--- src/hdl/dmb_pkg.sv ---
package dmb_pkg;

  // ----------------------------------------------------------------
  // Line settings
  // ----------------------------------------------------------------
  typedef enum logic [1:0] {
    DMB_RS232 = 2'b00,
    DMB_RS422 = 2'b01,
    DMB_RS485 = 2'b10
  } dmb_phys_type;

  typedef enum logic [2:0] {
    DMB_B1200  = 3'b000,
    DMB_B2400  = 3'b001,
    DMB_B4800  = 3'b010,
    DMB_B9600  = 3'b011,
    DMB_B19200 = 3'b100,
    DMB_B38400 = 3'b101
  } dmb_baud_type;

  typedef enum logic [1:0] {
    DMB_STOP1   = 2'b00,
    DMB_STOP1_5 = 2'b01,
    DMB_STOP2   = 2'b10
  } dmb_stop_type;

  typedef enum logic [1:0] {
    DMB_PAR_NONE = 2'b00,
    DMB_PAR_ODD  = 2'b01,
    DMB_PAR_EVEN = 2'b10
  } dmb_parity_type;

  typedef enum logic {
    DMB_ASCII = 1'b0,
    DMB_RTU   = 1'b1
  } dmb_framing_type;

  typedef struct packed {
    dmb_phys_type    phys;     // Signalling standard
    dmb_baud_type    baud;     // Line rate
    dmb_stop_type    stop;     // Stop bit length
    dmb_parity_type  parity;   // Parity mode
    dmb_framing_type framing;  // Frame format
  } dmb_line_type;

  localparam dmb_line_type DMB_LINE_RESET =
    '{DMB_RS232, DMB_B9600, DMB_STOP1, DMB_PAR_NONE, DMB_ASCII};

  // ----------------------------------------------------------------
  // Request and answer words
  // ----------------------------------------------------------------
  typedef struct packed {
    logic        valid;  // Request held until answered
    logic [7:0]  func;   // Function code
    logic [15:0] addr;   // Item address
    logic [15:0] data;   // Write value
  } dmb_req_type;

  typedef struct packed {
    logic        valid;  // One-cycle answer strobe
    logic        exc;    // Exception answer
    logic [7:0]  code;   // Exception code
    logic [15:0] data;   // Read value
  } dmb_rsp_type;

  typedef logic [5:0][15:0] dmb_ao_bank_type;

  localparam logic [7:0] DMB_FN_RD_COILS = 8'h01;
  localparam logic [7:0] DMB_FN_RD_DISC  = 8'h02;
  localparam logic [7:0] DMB_FN_RD_HOLD  = 8'h03;
  localparam logic [7:0] DMB_FN_RD_INPUT = 8'h04;
  localparam logic [7:0] DMB_FN_WR_COIL  = 8'h05;
  localparam logic [7:0] DMB_FN_WR_REG   = 8'h06;

  localparam logic [7:0] DMB_EXC_FUNC  = 8'h01;
  localparam logic [7:0] DMB_EXC_ADDR  = 8'h02;
  localparam logic [7:0] DMB_EXC_VALUE = 8'h03;

  // ----------------------------------------------------------------
  // Address map
  // ----------------------------------------------------------------
  localparam logic [15:0] DMB_COIL_ALARM_RESET = 16'h0001;
  localparam logic [15:0] DMB_COIL_RAISE       = 16'h0002;
  localparam logic [15:0] DMB_COIL_LOWER       = 16'h0003;
  localparam logic [15:0] DMB_COIL_RELAY_BASE  = 16'h0100;
  localparam logic [15:0] DMB_COIL_RELAY_LAST  = 16'h011f;
  localparam logic [15:0] DMB_HOLD_AO_VALUE    = 16'h0001;
  localparam logic [15:0] DMB_HOLD_NODE_BASE   = 16'h0100;
  localparam logic [15:0] DMB_HOLD_NODE_LAST   = 16'h0105;
  localparam logic [15:0] DMB_DISC_LAST        = 16'h003f;
  localparam logic [15:0] DMB_GEN_BASE         = 16'h0100;
  localparam logic [15:0] DMB_GEN_LAST         = 16'h01ff;
  localparam logic [15:0] DMB_COIL_ON          = 16'hff00;
  localparam logic [15:0] DMB_COIL_OFF         = 16'h0000;

  // Signal failure threshold, 2.0 mA in milliamps x100
  localparam logic [15:0] DMB_FAIL_MA_X100     = 16'h00c8;

endpackage : dmb_pkg

--- src/hdl/dmb_ports.sv ---
// Operation
// - Two ports, each RS-232, RS-422 or RS-485
// - Per-port baud 1200 to 38400
// - 38400 on one port only flags an error and holds both settings
// - Stop bits 1, 1.5 or 2
// - Parity none, odd or even
// - Monitor ASCII only; control ASCII or RTU
// - Monitor reads all, writes only alarm reset
// - Control writes commands and node outputs
// - Control writes one analog output value
// - Alarm reset ORs four sources
// - Raise and lower OR discrete inputs
// - Node output writes only from control port
// - Power factor x1000, frequencies x100
// - Generator data only when unit bound
// - Node inputs read as milliamps x100
// - Relay follows written TRUE or FALSE
// - Holding 40001 takes signed mA x100
// - Input map 24 TC, 18 RTD, 12 AI, 64 DI
// - Six analog, 32 relay outputs, control only
// - Signal failure latched until repaired and reset
`timescale 1ns/1ps

module dmb_ports (
  input  wire logic                     clk,
  input  wire logic                     reset,
  input  wire dmb_pkg::dmb_line_type    mon_cfg,
  input  wire dmb_pkg::dmb_line_type    ctl_cfg,
  input  wire dmb_pkg::dmb_req_type     mon_req,
  input  wire dmb_pkg::dmb_req_type     ctl_req,
  input  wire logic [15:0]              rd_data,
  input  wire logic [63:0]              node_di,
  input  wire logic                     gen_available,
  input  wire logic                     di_alarm_reset,
  input  wire logic                     hhp_alarm_reset,
  input  wire logic                     di_raise,
  input  wire logic                     di_lower,
  input  wire logic [15:0]              ref_ma_x100,
  input  wire logic [15:0]              fuel_ma_x100,
  output logic                          cfg_error,
  output dmb_pkg::dmb_line_type         mon_line,
  output dmb_pkg::dmb_line_type         ctl_line,
  output dmb_pkg::dmb_rsp_type          mon_rsp,
  output dmb_pkg::dmb_rsp_type          ctl_rsp,
  output logic [15:0]                   rd_addr,
  output logic                          rd_stb,
  output logic [31:0]                   relay_out,
  output dmb_pkg::dmb_ao_bank_type      node_ao_out,
  output logic [15:0]                   analog_output_write_value,
  output logic                          alarm_reset,
  output logic                          raise_speed,
  output logic                          lower_speed,
  output logic                          ref_fail,
  output logic                          fuel_fail
);

  // ----------------------------------------------------------------
  // State
  // ----------------------------------------------------------------
  typedef enum logic [1:0] {
    DMB_IDLE  = 2'b00,
    DMB_FETCH = 2'b01,
    DMB_DONE  = 2'b10
  } dmb_fsm_type;

  typedef struct packed {
    dmb_fsm_type              fsm;        // Request sequencer
    logic                     src;        // 1 when serving control port
    dmb_pkg::dmb_line_type    mon_line;   // Applied monitor settings
    dmb_pkg::dmb_line_type    ctl_line;   // Applied control settings
    logic                     cfg_err;    // Rate pairing violated
    dmb_pkg::dmb_rsp_type     mon_rsp;    // Monitor answer
    dmb_pkg::dmb_rsp_type     ctl_rsp;    // Control answer
    logic [15:0]              rd_addr;    // Read bus address
    logic                     rd_stb;     // Read bus strobe
    logic [31:0]              relays;     // Relay states
    dmb_pkg::dmb_ao_bank_type node_ao;    // Node analog outputs
    logic [15:0]              ao_value;   // Master analog value
    logic                     ctl_raise;  // Modbus raise state
    logic                     ctl_lower;  // Modbus lower state
    logic                     mon_ar;     // Monitor reset pulse
    logic                     ctl_ar;     // Control reset pulse
    logic                     ar;         // Merged alarm reset
    logic                     raise;      // Merged raise
    logic                     lower;      // Merged lower
    logic                     ref_fail;   // Speed ref failure latch
    logic                     fuel_fail;  // Fuel limit failure latch
  } dmb_state_type;

  dmb_state_type        state_reg;   // Registered state
  dmb_state_type        state_next;  // Next state
  dmb_pkg::dmb_req_type req;         // Selected request
  dmb_pkg::dmb_rsp_type rsp;         // Answer being built
  logic                 is_ctl;      // Request from control port
  logic [15:0]          roff;        // Relay offset
  logic [15:0]          aoff;        // Node output offset
  logic                 hit_relay;   // Relay address
  logic                 hit_node;    // Node output address
  logic                 hit_gen;     // Generator data address
  logic                 coil_val;    // Decoded coil value
  logic                 coil_ok;     // Coil value legal
  logic                 ar_any;      // Any alarm reset source
  logic                 rate_ok;     // Rate pairing legal

  // ----------------------------------------------------------------
  // Next state
  // ----------------------------------------------------------------
  always_comb begin
    state_next = state_reg;
    state_next.rd_stb = 1'b0;
    state_next.mon_ar = 1'b0;
    state_next.ctl_ar = 1'b0;
    state_next.mon_rsp.valid = 1'b0;
    state_next.ctl_rsp.valid = 1'b0;
    rsp = '0;
    is_ctl = ctl_req.valid;
    // Control port served first when both wait
    req = is_ctl ? ctl_req : mon_req;
    roff = req.addr - dmb_pkg::DMB_COIL_RELAY_BASE;
    aoff = req.addr - dmb_pkg::DMB_HOLD_NODE_BASE;
    hit_relay = (req.addr >= dmb_pkg::DMB_COIL_RELAY_BASE) &&
                (req.addr <= dmb_pkg::DMB_COIL_RELAY_LAST);
    hit_node = (req.addr >= dmb_pkg::DMB_HOLD_NODE_BASE) &&
               (req.addr <= dmb_pkg::DMB_HOLD_NODE_LAST);
    hit_gen = (req.addr >= dmb_pkg::DMB_GEN_BASE) &&
              (req.addr <= dmb_pkg::DMB_GEN_LAST);
    coil_val = (req.data == dmb_pkg::DMB_COIL_ON);
    coil_ok = coil_val || (req.data == dmb_pkg::DMB_COIL_OFF);

    // Line settings applied only as a legal pair
    rate_ok = !((mon_cfg.baud == dmb_pkg::DMB_B38400) ^
                (ctl_cfg.baud == dmb_pkg::DMB_B38400));
    state_next.cfg_err = !rate_ok;
    if (rate_ok) begin
      state_next.mon_line = mon_cfg;
      state_next.mon_line.framing = dmb_pkg::DMB_ASCII;
      state_next.ctl_line = ctl_cfg;
    end

    unique case (state_reg.fsm)
      DMB_IDLE: begin
        if (ctl_req.valid || mon_req.valid) begin
          state_next.src = is_ctl;
          state_next.fsm = DMB_DONE;
          rsp.valid = 1'b1;
          rsp.exc = 1'b1;
          rsp.code = dmb_pkg::DMB_EXC_ADDR;
          unique case (req.func)
            dmb_pkg::DMB_FN_RD_COILS: begin
              // Command states and relays readable from both
              if (req.addr == dmb_pkg::DMB_COIL_ALARM_RESET) begin
                rsp.exc = 1'b0;
              end else if (req.addr == dmb_pkg::DMB_COIL_RAISE) begin
                rsp.exc = 1'b0;
                rsp.data = {15'h0000, state_reg.ctl_raise};
              end else if (req.addr == dmb_pkg::DMB_COIL_LOWER) begin
                rsp.exc = 1'b0;
                rsp.data = {15'h0000, state_reg.ctl_lower};
              end else if (hit_relay) begin
                rsp.exc = 1'b0;
                rsp.data = {15'h0000, state_reg.relays[roff[4:0]]};
              end
            end
            dmb_pkg::DMB_FN_RD_DISC: begin
              // 64 node discrete inputs
              if (req.addr <= dmb_pkg::DMB_DISC_LAST) begin
                rsp.exc = 1'b0;
                rsp.data = {15'h0000, node_di[req.addr[5:0]]};
              end
            end
            dmb_pkg::DMB_FN_RD_HOLD: begin
              if (req.addr == dmb_pkg::DMB_HOLD_AO_VALUE) begin
                rsp.exc = 1'b0;
                rsp.data = state_reg.ao_value;
              end else if (hit_node) begin
                rsp.exc = 1'b0;
                rsp.data = state_reg.node_ao[aoff[2:0]];
              end
            end
            dmb_pkg::DMB_FN_RD_INPUT: begin
              // Parameters and node inputs via the read bus
              if (!hit_gen || gen_available) begin
                rsp = '0;
                state_next.rd_addr = req.addr;
                state_next.rd_stb = 1'b1;
                state_next.fsm = DMB_FETCH;
              end
            end
            dmb_pkg::DMB_FN_WR_COIL: begin
              if (req.addr == dmb_pkg::DMB_COIL_ALARM_RESET) begin
                // Either port may reset alarms
                if (!coil_ok) begin
                  rsp.code = dmb_pkg::DMB_EXC_VALUE;
                end else begin
                  rsp.exc = 1'b0;
                  rsp.data = req.data;
                  state_next.mon_ar = coil_val && !is_ctl;
                  state_next.ctl_ar = coil_val && is_ctl;
                end
              end else if (!is_ctl) begin
                // Monitor write refused, nothing changes
                rsp.code = dmb_pkg::DMB_EXC_ADDR;
              end else if (!coil_ok) begin
                rsp.code = dmb_pkg::DMB_EXC_VALUE;
              end else if (req.addr == dmb_pkg::DMB_COIL_RAISE) begin
                rsp.exc = 1'b0;
                rsp.data = req.data;
                state_next.ctl_raise = coil_val;
              end else if (req.addr == dmb_pkg::DMB_COIL_LOWER) begin
                rsp.exc = 1'b0;
                rsp.data = req.data;
                state_next.ctl_lower = coil_val;
              end else if (hit_relay) begin
                rsp.exc = 1'b0;
                rsp.data = req.data;
                state_next.relays[roff[4:0]] = coil_val;
              end
            end
            dmb_pkg::DMB_FN_WR_REG: begin
              if (!is_ctl) begin
                // Monitor has no writable register
                rsp.code = dmb_pkg::DMB_EXC_ADDR;
              end else if (req.addr == dmb_pkg::DMB_HOLD_AO_VALUE) begin
                rsp.exc = 1'b0;
                rsp.data = req.data;
                state_next.ao_value = req.data;
              end else if (hit_node) begin
                rsp.exc = 1'b0;
                rsp.data = req.data;
                // Stored as sent, mA x100
                state_next.node_ao[aoff[2:0]] = req.data;
              end
            end
            default: begin
              // Unsupported function
              rsp.code = dmb_pkg::DMB_EXC_FUNC;
            end
          endcase
        end
      end
      DMB_FETCH: begin
        // Read bus words arrive already scaled
        rsp.valid = 1'b1;
        rsp.data = rd_data;
        state_next.fsm = DMB_DONE;
      end
      DMB_DONE: begin
        // Gap lets the requester drop its valid
        state_next.fsm = DMB_IDLE;
      end
      default: begin
        state_next.fsm = DMB_IDLE;
      end
    endcase

    // Route the answer to the requesting port
    if (rsp.valid) begin
      if (state_next.src) begin
        state_next.ctl_rsp = rsp;
      end else begin
        state_next.mon_rsp = rsp;
      end
    end

    // Command merging
    ar_any = state_reg.mon_ar || state_reg.ctl_ar ||
             di_alarm_reset || hhp_alarm_reset;
    state_next.ar = ar_any;
    state_next.raise = state_reg.ctl_raise || di_raise;
    state_next.lower = state_reg.ctl_lower || di_lower;

    // Failure latches, new failure wins over reset
    state_next.ref_fail = (ref_ma_x100 < dmb_pkg::DMB_FAIL_MA_X100) ||
                          (state_reg.ref_fail && !ar_any);
    state_next.fuel_fail = (fuel_ma_x100 < dmb_pkg::DMB_FAIL_MA_X100) ||
                           (state_reg.fuel_fail && !ar_any);
  end

  // ----------------------------------------------------------------
  // State register
  // ----------------------------------------------------------------
  always_ff @(posedge clk or posedge reset) begin
    if (reset) begin
      state_reg <= '0;
      state_reg.fsm <= DMB_IDLE;
      state_reg.mon_line <= dmb_pkg::DMB_LINE_RESET;
      state_reg.ctl_line <= dmb_pkg::DMB_LINE_RESET;
    end else begin
      state_reg <= state_next;
    end
  end

  // ----------------------------------------------------------------
  // Outputs
  // ----------------------------------------------------------------
  assign cfg_error                 = state_reg.cfg_err;
  assign mon_line                  = state_reg.mon_line;
  assign ctl_line                  = state_reg.ctl_line;
  assign mon_rsp                   = state_reg.mon_rsp;
  assign ctl_rsp                   = state_reg.ctl_rsp;
  assign rd_addr                   = state_reg.rd_addr;
  assign rd_stb                    = state_reg.rd_stb;
  assign relay_out                 = state_reg.relays;
  assign node_ao_out               = state_reg.node_ao;
  assign analog_output_write_value = state_reg.ao_value;
  assign alarm_reset               = state_reg.ar;
  assign raise_speed               = state_reg.raise;
  assign lower_speed               = state_reg.lower;
  assign ref_fail                  = state_reg.ref_fail;
  assign fuel_fail                 = state_reg.fuel_fail;

endmodule : dmb_ports

--- config.mk ---
export PLATFORM = sky130hd
export DESIGN_NAME = dmb_ports
export DESIGN_NICKNAME = d
export VERILOG_FILES = /design/src/hdl/dmb_pkg.sv /design/src/hdl/dmb_ports.sv
export SDC_FILE = /design/constraint.sdc
export NUM_CORES = 1
export LEC_CHECK = 0
export ABC_AREA = 1
export ABC_CLOCK_PERIOD_IN_PS = 7900
export BUFFER_PORTS_ARGS = -buffer_cell sky130_fd_sc_hd__buf_2
export CORE_ASPECT_RATIO = 0.7
export CORE_MARGIN = 1.5
export CORE_UTILIZATION = 30
export DETAILED_ROUTE_END_ITERATION = 10
export PLACE_DENSITY = 0.53
export SYNTH_ARGS = -nofsm -noshare
export SYNTH_HDL_FRONTEND = slang
export SYNTH_SLANG_ARGS = --single-unit
--- constraint.sdc ---
create_clock -name clk -period 7.9 [get_ports clk]
set_clock_uncertainty 0.05 [all_clocks]
set_input_delay 0 -clock clk [delete_from_list [all_inputs] [get_ports clk]]
set_output_delay 0 -clock clk [all_outputs]
set_load 0.05 [all_outputs]
==> results.yml, run 1 <==
routing:
  dr.pass1.iters: 5
  wire_per_inst_um: 18.6
  ant_nets: 0
  viasPerCell: 4.75
  drt_iter0_markers: 987
  drc_errors: 0
  routed_wl_mm: 54.8
  vias: 14000
grt:
  grt_first_pass_wirelength_mm: 81.0
  grt_pass1_vias: 13300
  antenna_found_initial: 5
  overflow: 0
  grt_max_degree: 113
  track_usage_pct: 21.5
worst_setup_path:
  critical_path.startpoint_type: "input pin"
  critPathKind: "input pin to flop"
  crit_chain: "buf_2 > inv_4 > nand2_1 > nand2_1 > buf_4 > inv_2 > nand2_1 > buf_4 > nor2_1 > a21oi_1 > inv_1 > nand3_1 > a21oi_2 > nand3_1 > nand3_1 > nand2_1 > nand2_1 > dlygate4sd3_1 > nand2_1 > nand2_1"
  required_ns: 8.35
  cpMostUsedCell: "nand2_1"
  crit_arrival_ns: 4.75
  cp-end-kind: "flop"
  crit_path_max_fanout: 41
  critPathSlowestCell: "nor2_1"
  worst_path_largest_cell_delay_ns: 0.64
timing:
  tightest_slew_ns: 1.11
  post-route-min-period_ns: 4.30
  slew_violations: 0
  whs_ns: 0.0394
  fmax_mhz: 233
  finalSetupTns_ns: 0
  finalWorstSetupSlack_ns: 3.60
  rsz0062_at_grt: "no"
  finalSetupViolations: 0
  min_period_over_period_pct: 54.4
  relSlewSlack_pct: 26.1
  hold_viol: 0
floorplanning:
  rows: 66
  core-area_um2: 46700
  fp.dieH_um: 186
  initial_core_util_pct: 30.6
  dieArea_um2: 49000
  ioPinCount: 460
  die_w_um: 264
power_and_ir_drop:
  power.density_nw_per_um2: 178
  leakagePower_nw: 9.56
  ir_worst_vdd_mv: 0.132
clock_network:
  cts-root-buf: "clkbuf_16"
  insertion_delay_ns: 0.57
  cts_tree: "built"
  cts_sinks: 233
  cts_made_buffers: 27
  cts_buffer_depth: 3
  h-tree-depth: 1
  path_clk_slew_ns: 0.06
yosys:
  async_flop_share_pct: 100
  avgSynthCellArea_um2: 7.12
  synth-seq-cells: 233
  synth-edff-count: 0
  ys_types: 44
  synth_area_um2: 14300
  ys.warnings.count: 0
  synthCells: 2006
  synthFlopType: "dfrtp_1"
  yosysSeqAreaShare_pct: 40.8
final_layout:
  drive_gt1_share_pct: 23.3
  nNetsFinal: 2537
  area_growth_syn_to_layout_pct: 22.8
placed_design:
  dp_slack_ns: 3.16
  port_buffers: 439
  dpl.hpwl_mm: 39.4
  gp_congestion: 0.902
status:
  status: "finished, final reports clean"
run:
  maxCapViolCount: 0
hold_path:
  hold_class: "input pin to flop"
-- cells in the final DEF (no fill, tap or decap), types with 7 or more instances in the layout --
cell           count
a21boi_0           7
nor2_1           114
nand2_1          723
inv_1            178
nand3b_1          11
a32oi_1            7
o31ai_1            7
nor4_1             7
nand3_1           89
nand4_1           22
buf_4             23
a221oi_1           8
dlygate4sd3_1    124
clkbuf_16         27
dfrtp_1          229
o22ai_1           25
clkbuf_8           7
o21ai_1           65
a21oi_2            7
a21oi_1            7
o21ai_0          135
conb_1            13
buf_2            439
-- repair_timing --
| item | 4_1_cts | 5_1_grt |
|---|---|---|
| endpoints found under the setup margin | 0 | 0 |
| hold endpoints to repair | 247 | 0 |
| setup buffers | 0 | 0 |
| resized for setup | 0 | 0 |
| hold buffers | 124 | 0 |
-- cell families (layout without fill, tap and decap cells) --
family / after synthesis / after routing / share of synthesized area (%)
mux: 1 / 1 / 0.0700
buf+inv: 506 / 824 / 19.9
compound gates: 280 / 280 / 11.2
flops: 233 / 233 / 40.8
other cells: 1 / 16 / 0.0262
simple gates: 985 / 985 / 27.9
-- synth_stat cells (all sizes together), types with 4 or more instances --
cell / n / area (um^2)
nor4: 8 / 65.1
a21boi: 7 / 52.6
or2: 5 / 31.3
o31ai: 7 / 52.6
o21ai: 201 / 1010
o22ai: 25 / 156
nor2: 119 / 457
inv: 186 / 701
a32oi: 7 / 61.3
nand3b: 11 / 82.6
nor3: 5 / 36.3
nand3: 90 / 455
nand2: 724 / 2720
dfrtp: 229 / 5730
a21oi: 16 / 129
a221oi: 8 / 70.1
dfstp: 4 / 105
clkbuf: 54 / 203
nand4: 22 / 138
buf: 263 / 1930
-- routing by layer --
| metal | wire (um) | track usage [%] | part of all wire, % |
|---|---|---|---|
| met1 | 25700 | 30.3 | 47 |
| met2 | 24100 | 33.7 | 44 |
| met3 | 3970 | 5.00 | 7.2 |
| met4 | 1010 | 4.23 | 1.8 |
| met5 | 61 | 0 | 0.11 |
-- critical path, delay by kind of cell --
family | cells | cell delay (ns)
AO/OA/AOI/OAI | 2 | 0.84
buffers and inverters | 7 | 2.18
AND/OR/NAND/NOR | 11 | 1.67
-- worst paths after layout --
kind / slack (ns) / startpoint / cells after the start / end
max: 3.60 / ctl_req[40] / 20 / mon_rsp[15]$_DFFE_PP0P_
min: 0.04 / mon_req[10] / 5 / flop
max reg2reg: 4.80 / state_reg[244]$_DFFE_PP0P_ / 7 / flop
min reg2reg: 0.41 / mon_line[2]$_DFFE_PP0N_ / 2 / mon_line[2]$_DFFE_PP0N_
max in group asynchronous: 6.21 / reset / 4 / mon_rsp[8]$_DFFE_PP0P_
min in group asynchronous: 0.08 / reset / 3 / mon_line[3]$_DFFE_PP0N_
-- per-stage QoR --
stage | instance area (um^2) | cells | utilization [%] | total power [W]
finish | 17500 | 2951 | 37.5 | 0.00313
CTS | 17500 | 2948 | 37.5 | 0.00316
floorplan | 14300 | 2018 | - | 0.00159
global placement | 15300 | 2775 | 32.8 | 0.00175
global route | 17500 | 2948 | 37.5 | 0.00325
detailed placement | 15300 | 2775 | 32.8 | 0.00175
-- report_power, final --
part,switching [W],internal (W)
Sequential,0.0000137,0.00122
Combinational,0.000385,0.000159
Clock,0.000555,0.000795
Total,0.000954,0.00217
-- layout make-up --
| class | count | area (um^2) |
|---|---|---|
| fillers | 4931 | 29200 |
| inverters | 189 | 719 |
| flip-flops and latches | 233 | 5840 |
| repair buffers | 586 | 3610 |
| well taps | 612 | 766 |
| multi-input cells | 1279 | 5660 |
| clock inverters | 13 | 170 |
| clock buffers | 36 | 779 |
| diodes | 3 | 7.51 |
Power figures use the tool's default switching activity.
==> inputs of run 2 (changes only) <==
--- a/config.mk
+++ b/config.mk
@@ -5,8 +5,8 @@
 export SDC_FILE = /design/constraint.sdc
 export NUM_CORES = 1
 export LEC_CHECK = 0
-export ABC_AREA = 1
-export ABC_CLOCK_PERIOD_IN_PS = 7900
+export ABC_AREA = 0
+export ABC_CLOCK_PERIOD_IN_PS = 4500
 export BUFFER_PORTS_ARGS = -buffer_cell sky130_fd_sc_hd__buf_2
 export CORE_ASPECT_RATIO = 0.7
 export CORE_MARGIN = 1.5
==> constraint.sdc (replaced) <==
create_clock -name clk -period 4.5 [get_ports clk]
set_clock_uncertainty 0.05 [all_clocks]
set_input_delay 0 -clock clk [delete_from_list [all_inputs] [get_ports clk]]
set_output_delay 0 -clock clk [all_outputs]
set_load 0.05 [all_outputs]
==> results.yml, run 2 <==
status:
  status: "finished, final reports clean"
grt:
  grt_pass1_vias: 12800
  antenna_found_initial: 4
  overflow: 0
  grt_max_degree: 131
  track_usage_pct: 22.7
  grt_first_pass_wirelength_mm: 81.1
yosys:
  avgSynthCellArea_um2: 8.65
  ys_types: 70
  synth-seq-cells: 233
  ys.warnings.count: 0
  yosysSeqAreaShare_pct: 41.7
  synth-edff-count: 0
  synth_area_um2: 14000
  synth_top_cell_area_share_pct: 41.0
  synth_top_area_cell: "dfrtp_1"
  synthFlopType: "dfrtp_1"
  ys_top_cells_by_area: "dfrtp_1 (41%), buf_4 (13%), nand2_1 (6.4%), a21oi_1 (6.3%), nor2_1 (5.8%)"
  synth_commonest_cells: "buf_4 (240), nand2_1 (240), dfrtp_1 (229), nor2_1 (215), a21oi_1 (175)"
  async_flop_share_pct: 100
  synthCells: 1617
routing:
  drt_iter0_markers: 1036
  dr.pass1.iters: 5
  vias: 13100
  drc_errors: 0
  ant_nets: 0
  routed_wl_mm: 56.0
  wire_per_inst_um: 21.8
  viasPerCell: 5.09
worst_setup_path:
  critical_path.startpoint_type: "input pin"
  crit_arrival_ns: 4.17
  reg2reg_from: "state_reg[244]$_DFFE_PP0P_"
  worst_path_largest_cell_delay_ns: 0.60
  path_buf_inv: 3
  cpMostUsedCell: "a21oi_1"
  crit_chain: "buf_4 > nor4b_2 > nand3_1 > a21oi_1 > o41ai_1 > a21oi_1 > nand2_1 > inv_1 > and3_1 > a21oi_1 > o31ai_1 > dlygate4sd3_1"
  crit_path_max_fanout: 47
  path_delay_family: "buffers and inverters"
  required_ns: 4.93
  critPathKind: "input pin to flop"
  critPathSlowestCell: "a21oi_1"
  r2r_setup_slack_ns: 1.29
  cp-end-kind: "flop"
  cp-startpoint: "ctl_req[40]"
final_layout:
  fin_area_um2: 17400
  drive_gt1_share_pct: 31.8
  utilization_pct: 38.1
  nNetsFinal: 2164
  area_growth_syn_to_layout_pct: 24.1
  final_common_cell: "buf_2"
  seq_area_um2: 5840
  multi_input_area_um2: 6020
  layout_common_cells: "buf_2 (438), nand2_1 (240), dfrtp_1 (229), nor2_1 (215), a21oi_1 (175)"
  fillers: 4708
floorplanning:
  initial_core_util_pct: 30.7
  core-area_um2: 45500
  ioPinCount: 460
  dieArea_um2: 48000
  die_w_um: 261
  rows: 65
  fp.dieH_um: 184
timing:
  hold_viol: 0
  whs_ns: 0.0344
  min_period_over_period_pct: 83.1
  slew_violations: 0
  rsz0062_at_grt: "no"
  finalSetupViolations: 0
  relSlewSlack_pct: 37.4
  finalSetupTns_ns: 0
  post-route-min-period_ns: 3.74
  fmax_mhz: 268
  tightest_slew_ns: 0.912
placed_design:
  dpl.hpwl_mm: 41.9
  dpl_cell_area_um2: 15300
  port_buffers: 439
  gp_congestion: 0.897
hold_path:
  hold_class: "input pin to flop"
  min-delay-start: "ctl_req[5]"
clock_network:
  cts_buffer_depth: 3
  cts_made_buffers: 26
  cts_setup_buffers: 0
  path_clk_slew_ns: 0.07
  cts-root-buf: "clkbuf_16"
  cts_sinks: 233
  insertion_delay_ns: 0.56
  h-tree-depth: 1
  cts_tree: "built"
run:
  maxCapViolCount: 0
power_and_ir_drop:
  ir_worst_vdd_mv: 0.307
  power.density_nw_per_um2: 339
  total_power_w: 0.00590
  leakagePower_nw: 8.56
run 2: power breakdown:
group          switching (W)  total, W  internal (W)  leakage [nW]
combinational       0.000949   0.00135      0.000401          4.96
clock               0.000939   0.00228       0.00134         0.447
sequential         0.0000601   0.00227       0.00221          3.15
run 2: worst paths after layout:
| check | to | depth (start not counted) |
|---|---|---|
| worst min-delay path | flop | 3 |
| worst min register to register | state_reg[245]$_DFFE_PP0P_ | 1 |
| max in group asynchronous | async pin | 5 |
| worst max register to register | mon_rsp[9]$_DFFE_PP0P_ | 10 |
| worst max-delay path | mon_rsp[9]$_DFFE_PP0P_ | 12 |
| min in group asynchronous | mon_rsp[8]$_DFFE_PP0P_ | 4 |
run 2: per-stage QoR:
step,worst slack (ns),cells
floorplan,1.40,1629
global placement,0.674,2400
detailed placement,0.577,2400
CTS,0.877,2566
global route,0.524,2569
finish,0.763,2569
run 2: layout make-up:
| class | count | area share (%) |
|---|---|---|
| Tap cell | 603 | 4.34 |
| Clock buffer | 35 | 4.29 |
| Sequential cell | 233 | 33.6 |
| Clock inverter | 13 | 0.879 |
| Timing Repair Buffer | 608 | 21.8 |
| Antenna cell | 3 | 0.0432 |
| Multi-Input combinational cell | 1058 | 34.6 |
| Inverter | 16 | 0.367 |
run 2: kinds of logic (layout without fill, tap and decap cells):
family	count (synthesis)	count (layout)	share of synthesized area (%)
buf+inv	338	672	15.9
other cells	1	16	0.0268
xor+xnor	1	1	0.0626
compound gates	314	314	13.6
flops	233	233	41.7
mux	100	100	8.30
simple gates	630	630	20.3
run 2: layer usage:
layer | GRT usage (%) | part of all wire, % | up-vias
li1 | - | - | 6005
met1 | 30.4 | 43 | 6387
met3 | 4.62 | 7.8 | 97
met5 | 0 | 0.012 | -
met2 | 36.8 | 46 | 581
met4 | 6.69 | 3.1 | 2
run 2: worst min-delay path, cell delays in order:
cell     delay [ns]
buf_2          0.10
mux2i_1        0.27
a21oi_1        0.21
run 2: repair_timing:
action / 4_1_cts / 5_1_grt
setup endpoints to repair: 0 / 0
hold buffers: 118 / 0
gates resized for setup: 0 / 0
hold endpoints to repair: 348 / 0
==> inputs of run 3 (changes only) <==
--- a/config.mk
+++ b/config.mk
@@ -6,7 +6,7 @@
 export NUM_CORES = 1
 export LEC_CHECK = 0
 export ABC_AREA = 0
-export ABC_CLOCK_PERIOD_IN_PS = 4500
+export ABC_CLOCK_PERIOD_IN_PS = 3840
 export BUFFER_PORTS_ARGS = -buffer_cell sky130_fd_sc_hd__buf_2
 export CORE_ASPECT_RATIO = 0.7
 export CORE_MARGIN = 1.5
==> constraint.sdc (replaced) <==
create_clock -name clk -period 3.84 [get_ports clk]
set_clock_uncertainty 0.05 [all_clocks]
set_input_delay 0 -clock clk [delete_from_list [all_inputs] [get_ports clk]]
set_output_delay 0 -clock clk [all_outputs]
set_load 0.05 [all_outputs]
==> results.yml, run 3 (synthesis gave the netlist of run 2 again) <==
floorplanning:
  rows: 65
  die_w_um: 261
  dieArea_um2: 48000
  initial_core_util_pct: 30.7
  fp.dieH_um: 184
  core-area_um2: 45500
  ioPinCount: 460
timing:
  post-route-min-period_ns: 3.57
  hold_viol: 0
  tightest_slew_ns: 0.907
  finalSetupTns_ns: 0
  slew_violations: 0
  relSlewSlack_pct: 37.8
  finalSetupViolations: 0
  fmax_mhz: 280
  rsz0062_at_grt: "no"
  whs_ns: 0.0376
  min_period_over_period_pct: 92.9
clock_network:
  path_clk_slew_ns: 0.06
  cts_tree: "built"
  cts_resized: 0
  cts_sinks: 233
  cts_hold_buffers: 119
  cts_buffer_depth: 3
  h-tree-depth: 1
  insertion_delay_ns: 0.56
  cts_made_buffers: 26
  cts-root-buf: "clkbuf_16"
  cts_setup_buffers: 0
placed_design:
  dpl.hpwl_mm: 42.3
  dp_cells: 2421
  port_buffers: 439
  gp_congestion: 0.863
routing:
  viasPerCell: 5.05
  wire_per_inst_um: 21.7
  drc_errors: 0
  routed_wl_mm: 56.1
  vias: 13100
  drt_iter0_markers: 1054
  dr.pass1.iters: 5
  ant_nets: 0
final_layout:
  fillers: 4746
  instances_no_fill: 2586
  final_common_cell: "buf_2"
  nNetsFinal: 2186
  layout_common_cells: "buf_2 (438), nand2_1 (240), dfrtp_1 (229), nor2_1 (215), a21oi_1 (175)"
  area_growth_syn_to_layout_pct: 24.9
  drive_gt1_share_pct: 32.1
hold_path:
  hold_depth: 3
  min-delay-start: "ctl_req[0]"
  hold_class: "input pin to flop"
worst_setup_path:
  worst_path_largest_cell_delay_ns: 0.59
  cp-end-kind: "flop"
  r2r_end: "ctl_rsp[1]$_DFFE_PP0P_"
  crit_chain: "dlygate4sd3_1 > buf_2 > nor4_1 > nand3_1 > a21oi_1 > o41ai_1 > a21oi_1 > nand2_1 > inv_1 > buf_4 > nor2_1 > a31oi_1 > dlygate4sd3_1"
  critical_path.startpoint_type: "input pin"
  r2r_setup_slack_ns: 1.02
  critPathKind: "input pin to flop"
  crit_arrival_ns: 4.00
  rr_worst_depth: 10
  critPathSlowestCell: "a21oi_1"
  crit_path_max_fanout: 19
  reg2reg_from: "state_reg[244]$_DFFE_PP0P_"
  required_ns: 4.27
grt:
  gr-max-usage-layer: "met2"
  track_usage_pct: 22.5
  met3_usage_pct: 6.24
  grt_max_degree: 131
  overflow: 0
  grt_pass1_vias: 12900
  met1_usage_pct: 29.8
  grt_first_pass_wirelength_mm: 80.6
  antenna_found_initial: 3
  grt_use_met2_pct: 35.5
run:
  maxCapViolCount: 0
power_and_ir_drop:
  total_power_w: 0.00666
  leakagePower_nw: 8.61
  power_frac_comb_pct: 24.0
  power_frac_seq_pct: 39.9
  p_sw_share_pct: 33.7
  power.density_nw_per_um2: 381
  switching_power_w: 0.00224
  ir_worst_vdd_mv: 0.382
  intPower_w: 0.00442
  p_clk_share_pct: 36.1
status:
  status: "finished, final reports clean"
-- run 3: metrics by stage --
stage	util (%)	instance area (um^2)	worst slack, ns
floorplan	-	14000	0.743
global placement	34.0	15500	0.322
detailed placement	34.0	15500	0.305
CTS	38.4	17500	0.464
global route	38.4	17500	0.0922
finish	38.4	17500	0.272
-- run 3: critical path: cells and delay by family --
kind	cells	cell delay (ns)
AOI/OAI and AO/OA	4	1.19
buffers and inverters	5	1.71
and+or+nand+nor	4	1.08
-- run 3: per-layer routing --
metal / up-vias / routed length, um
met2: 576 / 25100
met5: - / 16
met1: 6336 / 23800
li1: 6050 / -
met3: 95 / 5260
met4: 2 / 1830
-- run 3: layout make-up --
class                      instances  area (um^2)  share of cell area [%]
sequential                       233         5840                    33.4
clock buffer                      40          754                    4.32
inverter                          16         63.8                   0.365
tap                              603          754                    4.32
clock inverter                     4         23.8                   0.136
antenna                            2         5.00                  0.0286
multi-input combinational       1058         6020                    34.4
timing repair buffer             630         4020                    23.0
-- run 3: worst max path at each step --
stage | slack [ns] | startpoint | end
2_1_floorplan | 0.74 | reset | async pin
3_3_place_gp | 0.32 | ctl_req[40] | mon_rsp[0]$_DFFE_PP0P_
3_5_place_dp | 0.31 | ctl_req[40] | mon_rsp[0]$_DFFE_PP0P_
4_1_cts | 0.46 | ctl_req[31] | ctl_rsp[13]$_DFFE_PP0P_
5_1_grt | 0.09 | ctl_req[31] | ctl_rsp[1]$_DFFE_PP0P_
6_report | 0.27 | ctl_req[27] | ctl_rsp[1]$_DFFE_PP0P_
-- run 3: power groups by stage --
stage               combinational [W]  clock (W)  sequential (W)
CTS                           0.00160    0.00249         0.00266
global placement              0.00147          0         0.00270
global route                  0.00170    0.00259         0.00267
detailed placement            0.00148          0         0.00270
floorplan                     0.00114          0         0.00269
finish                        0.00160    0.00240         0.00266
